`config.mk`:
```
export PLATFORM = sky130hd
export DESIGN_NAME = ccss_clock_select
export DESIGN_NICKNAME = d
export VERILOG_FILES = /design/src/core/ccss_pkg.sv /design/src/core/ccss_clock_select.sv /design/src/core/ccss_pin_pick.sv
export SDC_FILE = /design/constraint.sdc
export NUM_CORES = 1
export LEC_CHECK = 0
export BUFFER_PORTS_ARGS = -buffer_cell sky130_fd_sc_hd__buf_2
export CORE_ASPECT_RATIO = 1.2
export CORE_MARGIN = 3
export CORE_UTILIZATION = 40
export DETAILED_ROUTE_END_ITERATION = 12
export PLACE_DENSITY_LB_ADDON = 0.08
export SKIP_LAST_GASP = 1
export SYNTH_ARGS = -nofsm -noshare
export SYNTH_HDL_FRONTEND = slang
export SYNTH_SLANG_ARGS = --single-unit
```
`constraint.sdc`:
```
create_clock -name ref_clk -period 2.5 [get_ports ref_clk]
set_clock_uncertainty 0.2 [all_clocks]
set_input_delay 0.25 -clock ref_clk [delete_from_list [all_inputs] [get_ports ref_clk]]
set_output_delay 0.25 -clock ref_clk [all_outputs]
set_load 0.02 [all_outputs]
```
`src/core/ccss_pkg.sv`:
```
// constants and carrier types for the converter clock source selector
package ccss_pkg;

  // ==========================================================================
  // register offsets
  localparam logic [7:0] DSP_SRC_OFS = 8'h0d;
  localparam logic [7:0] DAC_OSR_SRC_OFS = 8'h0e;
  localparam logic [7:0] CP_SRC_OFS = 8'h0f;
  localparam logic [7:0] DSP_DAC_PIN_OFS = 8'h10;
  localparam logic [7:0] CP_OSR_PIN_OFS = 8'h11;
  localparam logic [7:0] STATUS_OFS = 8'h7e;

  // ==========================================================================
  // field positions and reset values
  localparam int HI_FIELD_LSB = 4;
  localparam int LO_FIELD_LSB = 0;
  localparam logic [2:0] FIELD_RESET = 3'h0;
  localparam logic [7:0] RD_RESET = 8'h00;

  // ==========================================================================
  // dac / dsp source codes
  localparam logic [2:0] DSRC_MASTER = 3'h0;
  localparam logic [2:0] DSRC_PLL = 3'h1;
  localparam logic [2:0] DSRC_OSC = 3'h2;
  localparam logic [2:0] DSRC_MCLK = 3'h3;
  localparam logic [2:0] DSRC_BCLK = 3'h4;
  localparam logic [2:0] DSRC_PIN = 3'h5;

  // oversample / charge pump source codes
  localparam logic [2:0] OSRC_DAC = 3'h0;
  localparam logic [2:0] OSRC_MASTER = 3'h1;
  localparam logic [2:0] OSRC_PLL = 3'h2;
  localparam logic [2:0] OSRC_OSC = 3'h3;
  localparam logic [2:0] OSRC_MCLK = 3'h4;
  localparam logic [2:0] OSRC_BCLK = 3'h5;
  localparam logic [2:0] OSRC_PIN = 3'h6;

  // pin selector codes
  localparam logic [2:0] PIN_ZERO = 3'h3;
  localparam logic [2:0] PIN_TWO = 3'h5;

  // ==========================================================================
  // carrier types
  typedef struct packed {
    logic pllPathValid;
    logic pllClk;
    logic oscClk;
    logic mclkPin;
    logic bitClk;
  } ccss_src_s;

  typedef struct packed {
    logic dsp;
    logic dac;
    logic osr;
    logic cp;
  } ccss_div_s;

endpackage : ccss_pkg

```
`src/core/ccss_clock_select.sv`:
```
// clock source selection for the dsp, dac, oversample and charge pump dividers
`timescale 1ns/1ns
module ccss_clock_select #(
  parameter int ADDR_W = 8
) (
  // clock, reset, enable
  input wire logic ref_clk,
  input wire logic rst,
  input wire logic clkEn,
  // register port
  input wire logic [ADDR_W-1:0] regAddr,
  input wire logic [7:0] regWrData,
  input wire logic regWrEn,
  input wire logic regRdEn,
  output logic [7:0] regRdData,
  // candidate sources
  input ccss_pkg::ccss_src_s srcIn,
  input wire logic generalPinZero,
  input wire logic generalPinTwo,
  // divider inputs and the master-on-oscillator flag
  output ccss_pkg::ccss_div_s divClk,
  output ccss_pkg::ccss_div_s divMuted,
  output logic masterOnOsc
);

  // ==========================================================================
  // parameter check
  if (ADDR_W < 7 || ADDR_W > 8) begin : gAddrCheck
    $error("ccss_clock_select: ADDR_W must be 7 or 8");
  end

  // ==========================================================================
  // configuration registers
  logic [2:0] dspSourceSel_r;
  logic [2:0] dacSourceSel_r;
  logic [2:0] oversampleSourceSel_r;
  logic [2:0] chargePumpSourceSel_r;
  logic [2:0] dspPinSel_r;
  logic [2:0] dacPinSel_r;
  logic [2:0] chargePumpPinSel_r;
  logic [2:0] oversamplePinSel_r;
  logic [7:0] regRdData_r;
  ccss_pkg::ccss_div_s divClk_r;
  ccss_pkg::ccss_div_s divMuted_r;
  logic masterOnOsc_r;

  wire logic [7:0] addr8 = 8'(regAddr);
  wire logic hitDsp = (addr8 == ccss_pkg::DSP_SRC_OFS);
  wire logic hitDacOsr = (addr8 == ccss_pkg::DAC_OSR_SRC_OFS);
  wire logic hitCp = (addr8 == ccss_pkg::CP_SRC_OFS);
  wire logic hitDspDacPin = (addr8 == ccss_pkg::DSP_DAC_PIN_OFS);
  wire logic hitCpOsrPin = (addr8 == ccss_pkg::CP_OSR_PIN_OFS);
  wire logic hitStatus = (addr8 == ccss_pkg::STATUS_OFS);

  wire logic [2:0] wrHi = regWrData[ccss_pkg::HI_FIELD_LSB +: 3];
  wire logic [2:0] wrLo = regWrData[ccss_pkg::LO_FIELD_LSB +: 3];

  // reserved bits are not stored and read back as zero
  function automatic logic [7:0] packFields(input logic [2:0] hi, input logic [2:0] lo);
    packFields = {1'b0, hi, 1'b0, lo};
  endfunction : packFields

  // reset waits for the enable as well, so a frozen block keeps every field
  always_ff @(posedge ref_clk) begin
    if (rst && clkEn) begin
      dspSourceSel_r <= ccss_pkg::FIELD_RESET;
      dacSourceSel_r <= ccss_pkg::FIELD_RESET;
      oversampleSourceSel_r <= ccss_pkg::FIELD_RESET;
      chargePumpSourceSel_r <= ccss_pkg::FIELD_RESET;
      dspPinSel_r <= ccss_pkg::FIELD_RESET;
      dacPinSel_r <= ccss_pkg::FIELD_RESET;
      chargePumpPinSel_r <= ccss_pkg::FIELD_RESET;
      oversamplePinSel_r <= ccss_pkg::FIELD_RESET;
    end else if (clkEn && regWrEn) begin
      if (hitDsp) begin
        dspSourceSel_r <= wrLo;
      end else if (hitDacOsr) begin
        dacSourceSel_r <= wrHi;
        oversampleSourceSel_r <= wrLo;
      end else if (hitCp) begin
        chargePumpSourceSel_r <= wrLo;
      end else if (hitDspDacPin) begin
        dspPinSel_r <= wrHi;
        dacPinSel_r <= wrLo;
      end else if (hitCpOsrPin) begin
        chargePumpPinSel_r <= wrHi;
        oversamplePinSel_r <= wrLo;
      end
    end
  end

  // ==========================================================================
  // pin pickers
  logic dspPinClk;
  logic dacPinClk;
  logic cpPinClk;
  logic osrPinClk;
  logic dspPinOk;
  logic dacPinOk;
  logic cpPinOk;
  logic osrPinOk;

  ccss_pin_pick uDspPin (
    .pinSel(dspPinSel_r),
    .generalPinZero(generalPinZero),
    .generalPinTwo(generalPinTwo),
    .pinClk(dspPinClk),
    .pinValid(dspPinOk)
  );

  ccss_pin_pick uDacPin (
    .pinSel(dacPinSel_r),
    .generalPinZero(generalPinZero),
    .generalPinTwo(generalPinTwo),
    .pinClk(dacPinClk),
    .pinValid(dacPinOk)
  );

  ccss_pin_pick uCpPin (
    .pinSel(chargePumpPinSel_r),
    .generalPinZero(generalPinZero),
    .generalPinTwo(generalPinTwo),
    .pinClk(cpPinClk),
    .pinValid(cpPinOk)
  );

  ccss_pin_pick uOsrPin (
    .pinSel(oversamplePinSel_r),
    .generalPinZero(generalPinZero),
    .generalPinTwo(generalPinTwo),
    .pinClk(osrPinClk),
    .pinValid(osrPinOk)
  );

  // ==========================================================================
  // master clock auto-select
  wire logic masterClk = srcIn.pllPathValid ? srcIn.pllClk : srcIn.oscClk;

  // dac-style table, result is {muted, clock}
  function automatic logic [1:0] pickDacTable(input logic [2:0] code,
                                               input ccss_pkg::ccss_src_s s,
                                               input logic master,
                                               input logic pinClk,
                                               input logic pinOk);
    pickDacTable = 2'h2;
    case (code)
      ccss_pkg::DSRC_MASTER: pickDacTable = {1'b0, master};
      ccss_pkg::DSRC_PLL: pickDacTable = {1'b0, s.pllClk};
      ccss_pkg::DSRC_OSC: pickDacTable = {1'b0, s.oscClk};
      ccss_pkg::DSRC_MCLK: pickDacTable = {1'b0, s.mclkPin};
      ccss_pkg::DSRC_BCLK: pickDacTable = {1'b0, s.bitClk};
      ccss_pkg::DSRC_PIN: pickDacTable = {~pinOk, pinClk};
      default: pickDacTable = 2'h2;
    endcase
  endfunction : pickDacTable

  // oversample-style table, code 000 takes the dac divider input
  function automatic logic [1:0] pickOsrTable(input logic [2:0] code,
                                               input ccss_pkg::ccss_src_s s,
                                               input logic master,
                                               input logic [1:0] dacPick,
                                               input logic pinClk,
                                               input logic pinOk);
    pickOsrTable = 2'h2;
    case (code)
      ccss_pkg::OSRC_DAC: pickOsrTable = dacPick;
      ccss_pkg::OSRC_MASTER: pickOsrTable = {1'b0, master};
      ccss_pkg::OSRC_PLL: pickOsrTable = {1'b0, s.pllClk};
      ccss_pkg::OSRC_OSC: pickOsrTable = {1'b0, s.oscClk};
      ccss_pkg::OSRC_MCLK: pickOsrTable = {1'b0, s.mclkPin};
      ccss_pkg::OSRC_BCLK: pickOsrTable = {1'b0, s.bitClk};
      ccss_pkg::OSRC_PIN: pickOsrTable = {~pinOk, pinClk};
      default: pickOsrTable = 2'h2;
    endcase
  endfunction : pickOsrTable

  wire logic [1:0] dspPick = pickDacTable(dspSourceSel_r, srcIn, masterClk,
                                          dspPinClk, dspPinOk);
  wire logic [1:0] dacPick = pickDacTable(dacSourceSel_r, srcIn, masterClk,
                                          dacPinClk, dacPinOk);
  wire logic [1:0] osrPick = pickOsrTable(oversampleSourceSel_r, srcIn, masterClk,
                                          dacPick, osrPinClk, osrPinOk);
  wire logic [1:0] cpPick = pickOsrTable(chargePumpSourceSel_r, srcIn, masterClk,
                                         dacPick, cpPinClk, cpPinOk);

  // muted inputs hold low
  wire ccss_pkg::ccss_div_s clkNxt = '{dsp: dspPick[0] & ~dspPick[1],
                                      dac: dacPick[0] & ~dacPick[1],
                                      osr: osrPick[0] & ~osrPick[1],
                                      cp: cpPick[0] & ~cpPick[1]};
  wire ccss_pkg::ccss_div_s mutedNxt = '{dsp: dspPick[1],
                                        dac: dacPick[1],
                                        osr: osrPick[1],
                                        cp: cpPick[1]};

  // ==========================================================================
  // read data
  wire logic [7:0] statusWord = {3'h0, ~srcIn.pllPathValid, divMuted_r};
  wire logic [7:0] rdNxt =
    hitDsp ? packFields(3'h0, dspSourceSel_r) :
    hitDacOsr ? packFields(dacSourceSel_r, oversampleSourceSel_r) :
    hitCp ? packFields(3'h0, chargePumpSourceSel_r) :
    hitDspDacPin ? packFields(dspPinSel_r, dacPinSel_r) :
    hitCpOsrPin ? packFields(chargePumpPinSel_r, oversamplePinSel_r) :
    hitStatus ? statusWord : 8'h00;

  always_ff @(posedge ref_clk) begin
    // held enable also holds off reset of the outputs and read data
    if (rst && clkEn) begin
      divClk_r <= '0;
      divMuted_r <= '0;
      masterOnOsc_r <= 1'b0;
      regRdData_r <= ccss_pkg::RD_RESET;
    end else if (clkEn) begin
      divClk_r <= clkNxt;
      divMuted_r <= mutedNxt;
      masterOnOsc_r <= ~srcIn.pllPathValid;
      if (regRdEn) begin
        regRdData_r <= rdNxt;
      end
    end
  end

  assign divClk = divClk_r;
  assign divMuted = divMuted_r;
  assign masterOnOsc = masterOnOsc_r;
  assign regRdData = regRdData_r;

endmodule : ccss_clock_select

```
`src/core/ccss_pin_pick.sv`:
```
// general pin picker for one divider's pin input
`timescale 1ns/1ns
module ccss_pin_pick (
  // selector code
  input wire logic [2:0] pinSel,
  // candidate pins
  input wire logic generalPinZero,
  input wire logic generalPinTwo,
  // result
  output logic pinClk,
  output logic pinValid
);

  wire logic pickZero = (pinSel == ccss_pkg::PIN_ZERO);
  wire logic pickTwo = (pinSel == ccss_pkg::PIN_TWO);

  // n/a and reserved codes leave the pin input muted
  assign pinValid = pickZero | pickTwo;
  assign pinClk = (pickZero & generalPinZero) | (pickTwo & generalPinTwo);

endmodule : ccss_pin_pick

```
== After elaboration in Yosys (flattened, before gate mapping) ==
Index checks and enable logic that the tools add are counted.

* Multiplexer cells: 11
* Equality and inequality tests: 36
* Bitwise operators: 33
* Reductions and logical operators: 12

{| class="wikitable"
|+ Operators with widths
! kind !! number
|-
| $eq A3 B3 Y1 const B || 14
|-
| $eq A3 B2 Y1 const B || 12
|-
| $mux W7 || 5
|-
| $pmux W2 S7 || 2
|-
| $eq A8 B4 Y1 const B || 3
|-
| $pmux W2 S6 || 2
|-
| $eq A8 B5 Y1 const B || 2
|-
| $not A1 Y1 || 13
|-
| $and A1 B1 Y1 || 12
|-
| $eq A3 B1 Y1 const B || 4
|-
| $logic_not A3 Y1 || 4
|-
| $eq A8 B7 Y1 const B || 1
|-
| $or A1 B1 Y1 || 8
|-
| $reduce_and A6 Y1 || 1
|-
| $mux W5 || 1
|-
| $reduce_and A5 Y1 || 1
|-
| $reduce_and A2 Y1 || 2
|-
| $reduce_and A4 Y1 || 1
|-
| $reduce_and A3 Y1 || 1
|-
| $logic_and A1 B1 Y1 || 2
|-
| $mux W1 || 1
|}

* Input bits: 28
* Register bits: 41

== Logic depth before layout (Yosys ltp) ==
Gate-level depths: netlist of the first run.

* Depth after elaboration: 7
* Gate-level depth with buffers: 7

== Modules after synthesis ==
From an unflattened synthesis of the first run, not the netlist that was laid out.

* Cell total of the unflattened synthesis: 279
* Area total of the unflattened synthesis: 2357.3 um^2

{| class="wikitable"
|+ Modules (own cells, without submodules)
! module !! times used !! area each (um^2) !! cells an instance
|-
| ccss_clock_select || 1 || 2212.1 || 259
|-
| ccss_pin_pick || 4 || 36.3 || 5
|}

== Worst setup path after synthesis of the first run ==
OpenSTA, ideal clock, no wires.

* Kind: input-to-reg
* From: input port regAddr[1]
* To: register dspPinSel_r[1]
* Slack: 0.580 ns
* Cell stages on the path: 6
* Required time: 2.172 ns
* Arrival: 1.593 ns
* Cell sequence: buf_6 -> or4b_1 -> buf_2 -> nor4_4 -> mux2i_1 -> nor2_1

* Word-level cells in the longest chain between the ends: 3

{| class="wikitable"
|+ RTL lines
! what !! line !! text
|-
| start, declared || ccss_clock_select.sv:11 || <nowiki>input wire logic [ADDR_W-1:0] regAddr,</nowiki>
|-
| $eq A8 B4 Y1 (on tied branches) || ccss_clock_select.sv:50, ccss_clock_select.sv:48, ccss_clock_select.sv:49 ||
|-
| $not A1 Y1 (no line) || - ||
|-
| $reduce_and A5 Y1 (no line) * || - ||
|-
| end signal, assigned || ccss_clock_select.sv:70 || <nowiki>dspPinSel_r <= ccss_pkg::FIELD_RESET;</nowiki>
|-
| end signal, assigned || ccss_clock_select.sv:83 || <nowiki>dspPinSel_r <= wrHi;</nowiki>
|-
| end, declared || ccss_clock_select.sv:38 || <nowiki>logic [2:0] dspPinSel_r;</nowiki>
|}

Every way passes the cells marked *; elsewhere a longest branch is shown, timed or not.
A chain may end at the register's enable or synchronous reset.

== Worst setup path in the final report of the first run ==
* From: register oversampleSourceSel_r[0]
* To: register divClk_r (netlist bit divClk[1])

* Word-level cells in the longest chain between the ends: 4

{| class="wikitable"
|+ RTL lines
! what !! line !! text
|-
| start, declared || ccss_clock_select.sv:36 || <nowiki>logic [2:0] oversampleSourceSel_r;</nowiki>
|-
| start signal, assigned || ccss_clock_select.sv:68 || <nowiki>oversampleSourceSel_r <= ccss_pkg::FIELD_RESET;</nowiki>
|-
| start signal, assigned || ccss_clock_select.sv:79 || <nowiki>oversampleSourceSel_r <= wrLo;</nowiki>
|-
| $eq A3 B3 Y1 (tied with other cells) || ccss_clock_select.sv:165 || <nowiki>case (code)</nowiki>
|-
| $pmux W2 S7 * || ccss_clock_select.sv:165 ||
|-
| $not A1 Y1 || ccss_clock_select.sv:189 || <nowiki>osr: osrPick[0] & ~osrPick[1],</nowiki>
|-
| $and A1 B1 Y1 * || ccss_clock_select.sv:189 ||
|-
| end signal, assigned || ccss_clock_select.sv:215 || <nowiki>divClk_r <= clkNxt;</nowiki>
|-
| end, declared || ccss_clock_select.sv:43 || <nowiki>ccss_pkg::ccss_div_s divClk_r;</nowiki>
|}

Marked as above.

==> results.md, run 1 <==
* Run status: complete, no violations
* Hold Path Sink: chargePumpPinSel_r[1]$_SDFFE_PP0P_
* Met2 wire len at 2750 um
* Syn. warnings at 0
* CTS tree: done
* Share of cells above drive strength 1 at 21.7%
* P_int at 0.921 mW
* Power Density at 476 mW/mm2
* Ys async rst share at 0%
* Setup TNS at 0 ns
* Reg2reg path depth at 4
* Die Y at 88.6 um
* Sequential Power Share at 52.8%
* Sequential share of the synthesized area at 35.2%
* Vias per cell at 5.57
* Hold Path Stages at 3
* Total global-route track usage at 19.5%
* Setup repair after global routing missed its margin: no
* Final Hold Fails at 0
* Port bufs at 41
* Metal-1 WL at 2780 um
* Mapped Avg Cell Area at 8.64 um2
* Dpl ws at 0.371 ns
* WS Path Type: reg -> reg
* Worst slew pin tran at 0.542 ns
* DR iter-0 viols at 143
* Via count at 2009
* Routability cong. at 0.842
* Max_cap viols at 0
* Die width at 74.8 um
* Min Tclk post-route at 1.92 ns
* Site Rows at 29
* Critical path required time at 2.49 ns
* Routed met3 length at 219 um
* Distinct cells, synth at 49
* Seq. cell area at 801 um2
* Synthesized instance count at 263
* Synth Net Count at 291
* Total power at 1.23 mW
* Synth Register Bits at 40
* Max frequency at 0.520 GHz
* GR Overflow Total at 0
* Area of the die at 0.00663 mm2
* Number of synthesized flops with an enable pin at 0
* Switching Fraction at 25.3%
* CTS buffer count at 5
* First-pass GRT wire length at 9660 um
* Area of the multi-input gates at 0.00135 mm2
* Total wire length at 5900 um
* Ports at 45
* Commonest register cell after synthesis: dfxtp_1
* Clock root buffer: clkbuf_8
* CP endpoint kind: flip-flop
* CTS clk-pin slew, worst paths at 0.08 ns
* Commonest cells post-synth: dfxtp_1, nor2_1, mux2i_1
* Synth Cell Area at 0.00227 mm2
* Core footprint at 0.00541 mm2
* Dominant cells by area after synthesis: dfxtp_1, mux2i_1, nor2_1
* R2r endpoint: divClk[1]$_SDFFE_PP0P_
* Critical Path Fanout Max at 7
* Fin worst setup slack at 0.578 ns
* Relative slew slack at 63.4%
* Max-slew violations at 0
* Htree depth at 2
* Peak VDD IR at 298 uV
* Crit path DAT at 1.92 ns
* Reg2Reg Launch Point: oversampleSourceSel_r[0]$_SDFFE_PP0P_
* DRC viols at 0
* WL/cell at 16.3 um
* Nets@finish at 326
* Synth area leader: dfxtp_1
* Post-CTS setup buffer count at 0
* Filler Cell Count at 564
* CTS Buffer Depth at 2
* Leakage at 1.06 nW
* Hold_sp: regWrData[5]
* Gate power share at 11.0%
* Vias in the first global route at 1848
* Largest net degree at the start of global routing at 28
* CTS sink count at 40
* Top Metal Used: met4
* Final Setup Violations at 0
* Min Hold Slack at 0.0170 ns
* Post-route ant nets at 0
* Starting Density at 42.1%
* Final period util at 76.9%
* # diodes at 0
* Hold WC Path Type: in -> reg
* Hpwl dp at 4590 um
* Top-count cell post-synth: dfxtp_1
* Layout area overhead at 13.8%
* Initial antenna violation count at 0
* Setup crit start kind: flip-flop
* Setup slack on the worst flop-to-flop path at 0.58 ns
* Switching power at 0.312 mW
* Worst-Skew Late Latency at 0.29 ns
* DR pass1 iterations at 4
* Top-area cell type share of the netlist area at 35.2%
* Clock share of power at 36.3%
-- layout by cell type (no fill, tap or decap), types with 4 or more instances in the layout --
cell	Yosys	routed
buf_2	1	41
nor2_1	33	33
nor3_1	7	7
nand3b_1	6	6
o22ai_1	5	5
xor2_1	4	4
o21ai_0	14	14
o32ai_1	4	4
buf_4	5	4
dfxtp_1	40	40
a21oi_1	8	8
o31ai_1	4	4
nand2_1	21	21
mux2_2	6	6
clkbuf_8	0	6
inv_1	6	6
a22oi_1	5	5
nand2b_1	4	4
mux2i_1	32	32
-- worst max-delay path, stage by stage (launching register included) --
cell	delay (ns)
dfxtp_1	0.49
mux2_2	0.37
a221o_1	0.31
a32o_1	0.26
a31o_2	0.20
-- per-layer routing --
metal / vias up / track usage (%)
li1: 1035 / -
met1: 920 / 26.8
met2: 43 / 29.2
met3: 11 / 3.64
met4: 0 / 9.39
met5: - / 0
-- area by class of cell --
| cell class | count | area share, % |
|---|---|---|
| clock buffers | 7 | 3.34 |
| multi-input cells | 199 | 52.1 |
| inverters | 6 | 0.870 |
| flip-flops and latches | 40 | 30.9 |
| well taps | 62 | 3.00 |
| clock inverters | 1 | 0.290 |
| repair buffers | 46 | 9.48 |
-- logic make-up (layout without fill, tap and decap cells) --
family          after synthesis  after routing  synth area share [%]
compound gates               66             66                  20.5
other cells                   1              1                 0.165
xor+xnor                      4              4                  1.54
mux                          38             38                  17.1
buf+inv                      24             60                  5.50
simple gates                 90             90                  20.0
flops                        40             40                  35.2
-- metrics by stage --
| step | instance area [um2] | util, % | instances |
|---|---|---|---|
| floorplan | 2270 | - | 263 |
| global placement | 2480 | 45.9 | 352 |
| detailed placement | 2480 | 45.9 | 352 |
| CTS | 2590 | 47.9 | 361 |
| global route | 2590 | 47.9 | 361 |
| finish | 2590 | 47.9 | 361 |
-- power groups by stage --
stage / Sequential [mW] / Combinational (mW) / Clock (mW)
floorplan: 0.676 / 0.0695 / 0
global placement: 0.666 / 0.133 / 0
detailed placement: 0.666 / 0.134 / 0
CTS: 0.651 / 0.136 / 0.466
global route: 0.652 / 0.150 / 0.489
finish: 0.651 / 0.135 / 0.447
-- state kept, by name (all words and copies together) (netlist names) --
name                   count
regRdData                  7
divClk                     4
divMuted                   4
chargePumpPinSel_r         3
chargePumpSourceSel_r      3
dacPinSel_r                3
dacSourceSel_r             3
dspPinSel_r                3
dspSourceSel_r             3
oversamplePinSel_r         3
oversampleSourceSel_r      3
masterOnOsc                1
-- how the worst max path moves through the flow --
stage | from | endpoint | slack [ns]
after detailed placement | regAddr[1] | chargePumpPinSel_r[0]$_SDFFE_PP0P_ | 0.37
after CTS | oversampleSourceSel_r[0]$_SDFFE_PP0P_ | divClk[1]$_SDFFE_PP0P_ | 0.58
after global routing | chargePumpSourceSel_r[0]$_SDFFE_PP0P_ | divClk[0]$_SDFFE_PP0P_ | 0.48
after floorplan | regAddr[1] | dspPinSel_r[1]$_SDFFE_PP0P_ | 0.58
after global placement | regAddr[1] | chargePumpPinSel_r[0]$_SDFFE_PP0P_ | 0.39
final | oversampleSourceSel_r[0]$_SDFFE_PP0P_ | divClk[1]$_SDFFE_PP0P_ | 0.58
-- repair_timing --
| item | in CTS | in global routing |
|---|---|---|
| endpoints found under the hold margin | 1 | 0 |
| hold buffers | 1 | 0 |
| resized for setup | 0 | 0 |
(Power assumes the default switching activity.)
==> run 2, diff against run 1 <==
Clock period 2.5 ns to 1.57 ns, I/O delays scaled along.
==> results.md, run 2 (synthesis gave the netlist of run 1 again) <==
* Run status: finished with violations (was complete, no violations)
* Failing checks: setup timing
* Starting Density at 42.1% (unchanged)
* CTS tree: done (unchanged)
* Worst-Skew Late Latency at 0.30 ns (was 0.29 ns)
* Critical path required time at 1.57 ns (was 2.49 ns)
* Final Instance Count excl. Fillers at 422 (was 361)
* Port bufs at 41 (unchanged)
* GR Overflow Total at 0 (unchanged)
* Layout area overhead at 41.8% (was 13.8%)
* Share of cells above drive strength 1 at 41.7% (was 21.7%)
* Hold Path Sink: dacPinSel_r[1]$_SDFFE_PP0P_ (was chargePumpPinSel_r[1]$_SDFFE_PP0P_)
* Vias per cell at 5.45 (was 5.57)
* Commonest non-fill, non-tap cell in the layout: buf_4 (was buf_2)
* Dpl ws at -0.298 ns (was 0.371 ns)
* Hold_sp: regWrData[1] (was regWrData[5])
* Ports at 45 (unchanged)
* First-pass GRT wire length at 11000 um (was 9660 um)
* Peak VDD IR at 572 uV (was 298 uV)
* P_int at 1.63 mW (was 0.921 mW)
* Reg2Reg Launch Point: chargePumpSourceSel_r[0]$_SDFFE_PP0P_ (was oversampleSourceSel_r[0]$_SDFFE_PP0P_)
* Max-slew violations at 0 (unchanged)
* Total global-route track usage at 22.2% (was 19.5%)
* Final Setup Violations at 2 (was 0)
* Critical Path Fanout Max at 5 (was 7)
* Crit path DAT at 1.73 ns (was 1.92 ns)
* Hold WC Path Type: in -> reg (unchanged)
* Placed Cells at 408 (was 352)
* Gate power share at 13.5% (was 11.0%)
* Via count at 2301 (was 2009)
* WL/cell at 16.7 um (was 16.3 um)
* Final Hold Fails at 0 (unchanged)
* Clock share of power at 39.6% (was 36.3%)
* Core footprint at 0.00541 mm2 (unchanged)
* Sequential Power Share at 46.9% (was 52.8%)
* DR iter-0 viols at 79 (was 143)
* Die width at 74.8 um (unchanged)
* Initial antenna violation count at 0 (unchanged)
* Nets@finish at 387 (was 326)
* CTS clk-pin slew, worst paths at 0.09 ns (was 0.08 ns)
* Slowest CP cell: dfxtp_4 (was dfxtp_1)
* CTS sink count at 40 (unchanged)
* CP endpoint kind: flip-flop (unchanged)
* CTS buffer count at 5 (unchanged)
* Area of the die at 0.00663 mm2 (unchanged)
* R2r endpoint: divClk[0]$_SDFFE_PP0P_ (was divClk[1]$_SDFFE_PP0P_)
* WS Path Type: reg -> reg (unchanged)
* Site Rows at 29 (unchanged)
* Seq. cell area at 821 um2 (was 801 um2)
* Setup slack on the worst flop-to-flop path at -0.16 ns (was 0.58 ns)
* Max_cap viols at 0 (unchanged)
* Crit path cell chain: mux2_4 -> a221o_1 -> a32o_1 -> a31o_2 (was mux2_2 -> a221o_1 -> a32o_1 -> a31o_2)
* Switching power at 0.567 mW (was 0.312 mW)
* Vias in the first global route at 2199 (was 1848)
* Setup crit start kind: flip-flop (unchanged)
* Die Y at 88.6 um (unchanged)
* Power Density at 681 mW/mm2 (was 476 mW/mm2)
* Area of the multi-input gates at 0.00147 mm2 (was 0.00135 mm2)
* CTS Buffer Depth at 2 (unchanged)
* Routability cong. at 0.806 (was 0.842)
* Min Tclk post-route at 1.73 ns (was 1.92 ns)
* Clock root buffer: clkbuf_8 (unchanged)
* Post-route ant nets at 0 (unchanged)
* Hpwl dp at 5400 um (was 4590 um)
* Max FFs per register at 7 (unchanged)
* Reg2reg path depth at 4 (unchanged)
* DR pass1 iterations at 4 (unchanged)
* Filler Cell Count at 494 (was 564)
* Hold Path Stages at 3 (unchanged)
* Post-CTS setup buffer count at 0 (unchanged)
* # diodes at 0 (unchanged)
* Max frequency at 0.578 GHz (was 0.520 GHz)
* Slowest stage delay, CP at 0.39 ns (was 0.49 ns)
* Final period util at 110% (was 76.9%)
* Placed inst area at 0.00293 mm2 (was 0.00248 mm2)
* Leakage at 1.40 nW (was 1.06 nW)
* Largest net degree at the start of global routing at 28 (unchanged)
* Fin worst setup slack at -0.160 ns (was 0.578 ns)
* Finished Cell Area at 0.00322 mm2 (was 0.00259 mm2)
* Switching Fraction at 25.8% (was 25.3%)
* Htree depth at 2 (unchanged)
* Setup repair after global routing missed its margin: yes (was no)
* DRC viols at 0 (unchanged)
* Commonest non-fill, non-tap cells in the layout: buf_4, buf_2, nor2_1, mux2i_1, dfxtp_1 (was buf_2, dfxtp_1, nor2_1, mux2i_1, nand2_1)
* Total wire length at 7040 um (was 5900 um)
==> run 2: timing repair <==
item                                    CTS  global route
hold endpoints to repair                 16             0
endpoints found under the setup margin    3            22
gates resized for setup                   8            27
pin swaps                                 2             2
hold buffers                              6             0
==> run 2: power by group through the flow <==
stage	sequential [mW]	combinational [mW]	clock, mW
after floorplan	1.08	0.115	0
after global placement	1.06	0.270	0
after detailed placement	1.06	0.271	0
after CTS	1.03	0.285	0.891
after global routing	1.03	0.323	0.923
final	1.03	0.297	0.869
==> run 2: worst max path at each step <==
stage                                           from                            endpoint  cells after the start
6_report       chargePumpSourceSel_r[0]$_SDFFE_PP0P_              divClk[0]$_SDFFE_PP0P_                      4
5_1_grt                  dacPinSel_r[1]$_SDFFE_PP0P_              divClk[1]$_SDFFE_PP0P_                      6
4_1_cts        chargePumpSourceSel_r[0]$_SDFFE_PP0P_              divClk[0]$_SDFFE_PP0P_                      4
3_5_place_dp                              regAddr[2]         dacPinSel_r[1]$_SDFFE_PP0P_                      6
3_3_place_gp                              regAddr[2]  oversamplePinSel_r[1]$_SDFFE_PP0P_                      6
2_1_floorplan                             regAddr[1]         dspPinSel_r[1]$_SDFFE_PP0P_                      6
==> run 2: critical path, delay by kind of cell, from the launching register on <==
kind,cells,cell delay [ns]
compound gates,3,0.74
flops,1,0.39
mux,1,0.30
==> run 2: layout make-up <==
class | count | share of cell area (%)
multi-input combinational | 199 | 45.7
sequential | 40 | 25.5
timing repair buffer | 107 | 22.3
tap | 62 | 2.41
clock buffer | 5 | 2.13
clock inverter | 3 | 1.32
inverter | 6 | 0.698
==> run 2: metal layers <==
metal	part of all wire [%]	track usage, %	vias to the layer above
met5	0	0	-
met4	1.5	6.15	0
met3	3.3	3.86	8
met2	49	38.5	39
met1	46	28.0	1091
li1	-	-	1163
==> run 2: metrics by stage <==
step                      hold slack, ns  power, mW  utilization, %  setup TNS [ns]
final                            0.00673       2.20            59.6          -0.301
after global routing              0.0175       2.28            59.6          -0.504
after CTS                        0.00654       2.21            57.7          -0.364
after detailed placement           0.218       1.33            54.3           -6.29
after global placement             0.214       1.33            54.3           -5.50
after floorplan                   0.0486       1.19               -           -3.11
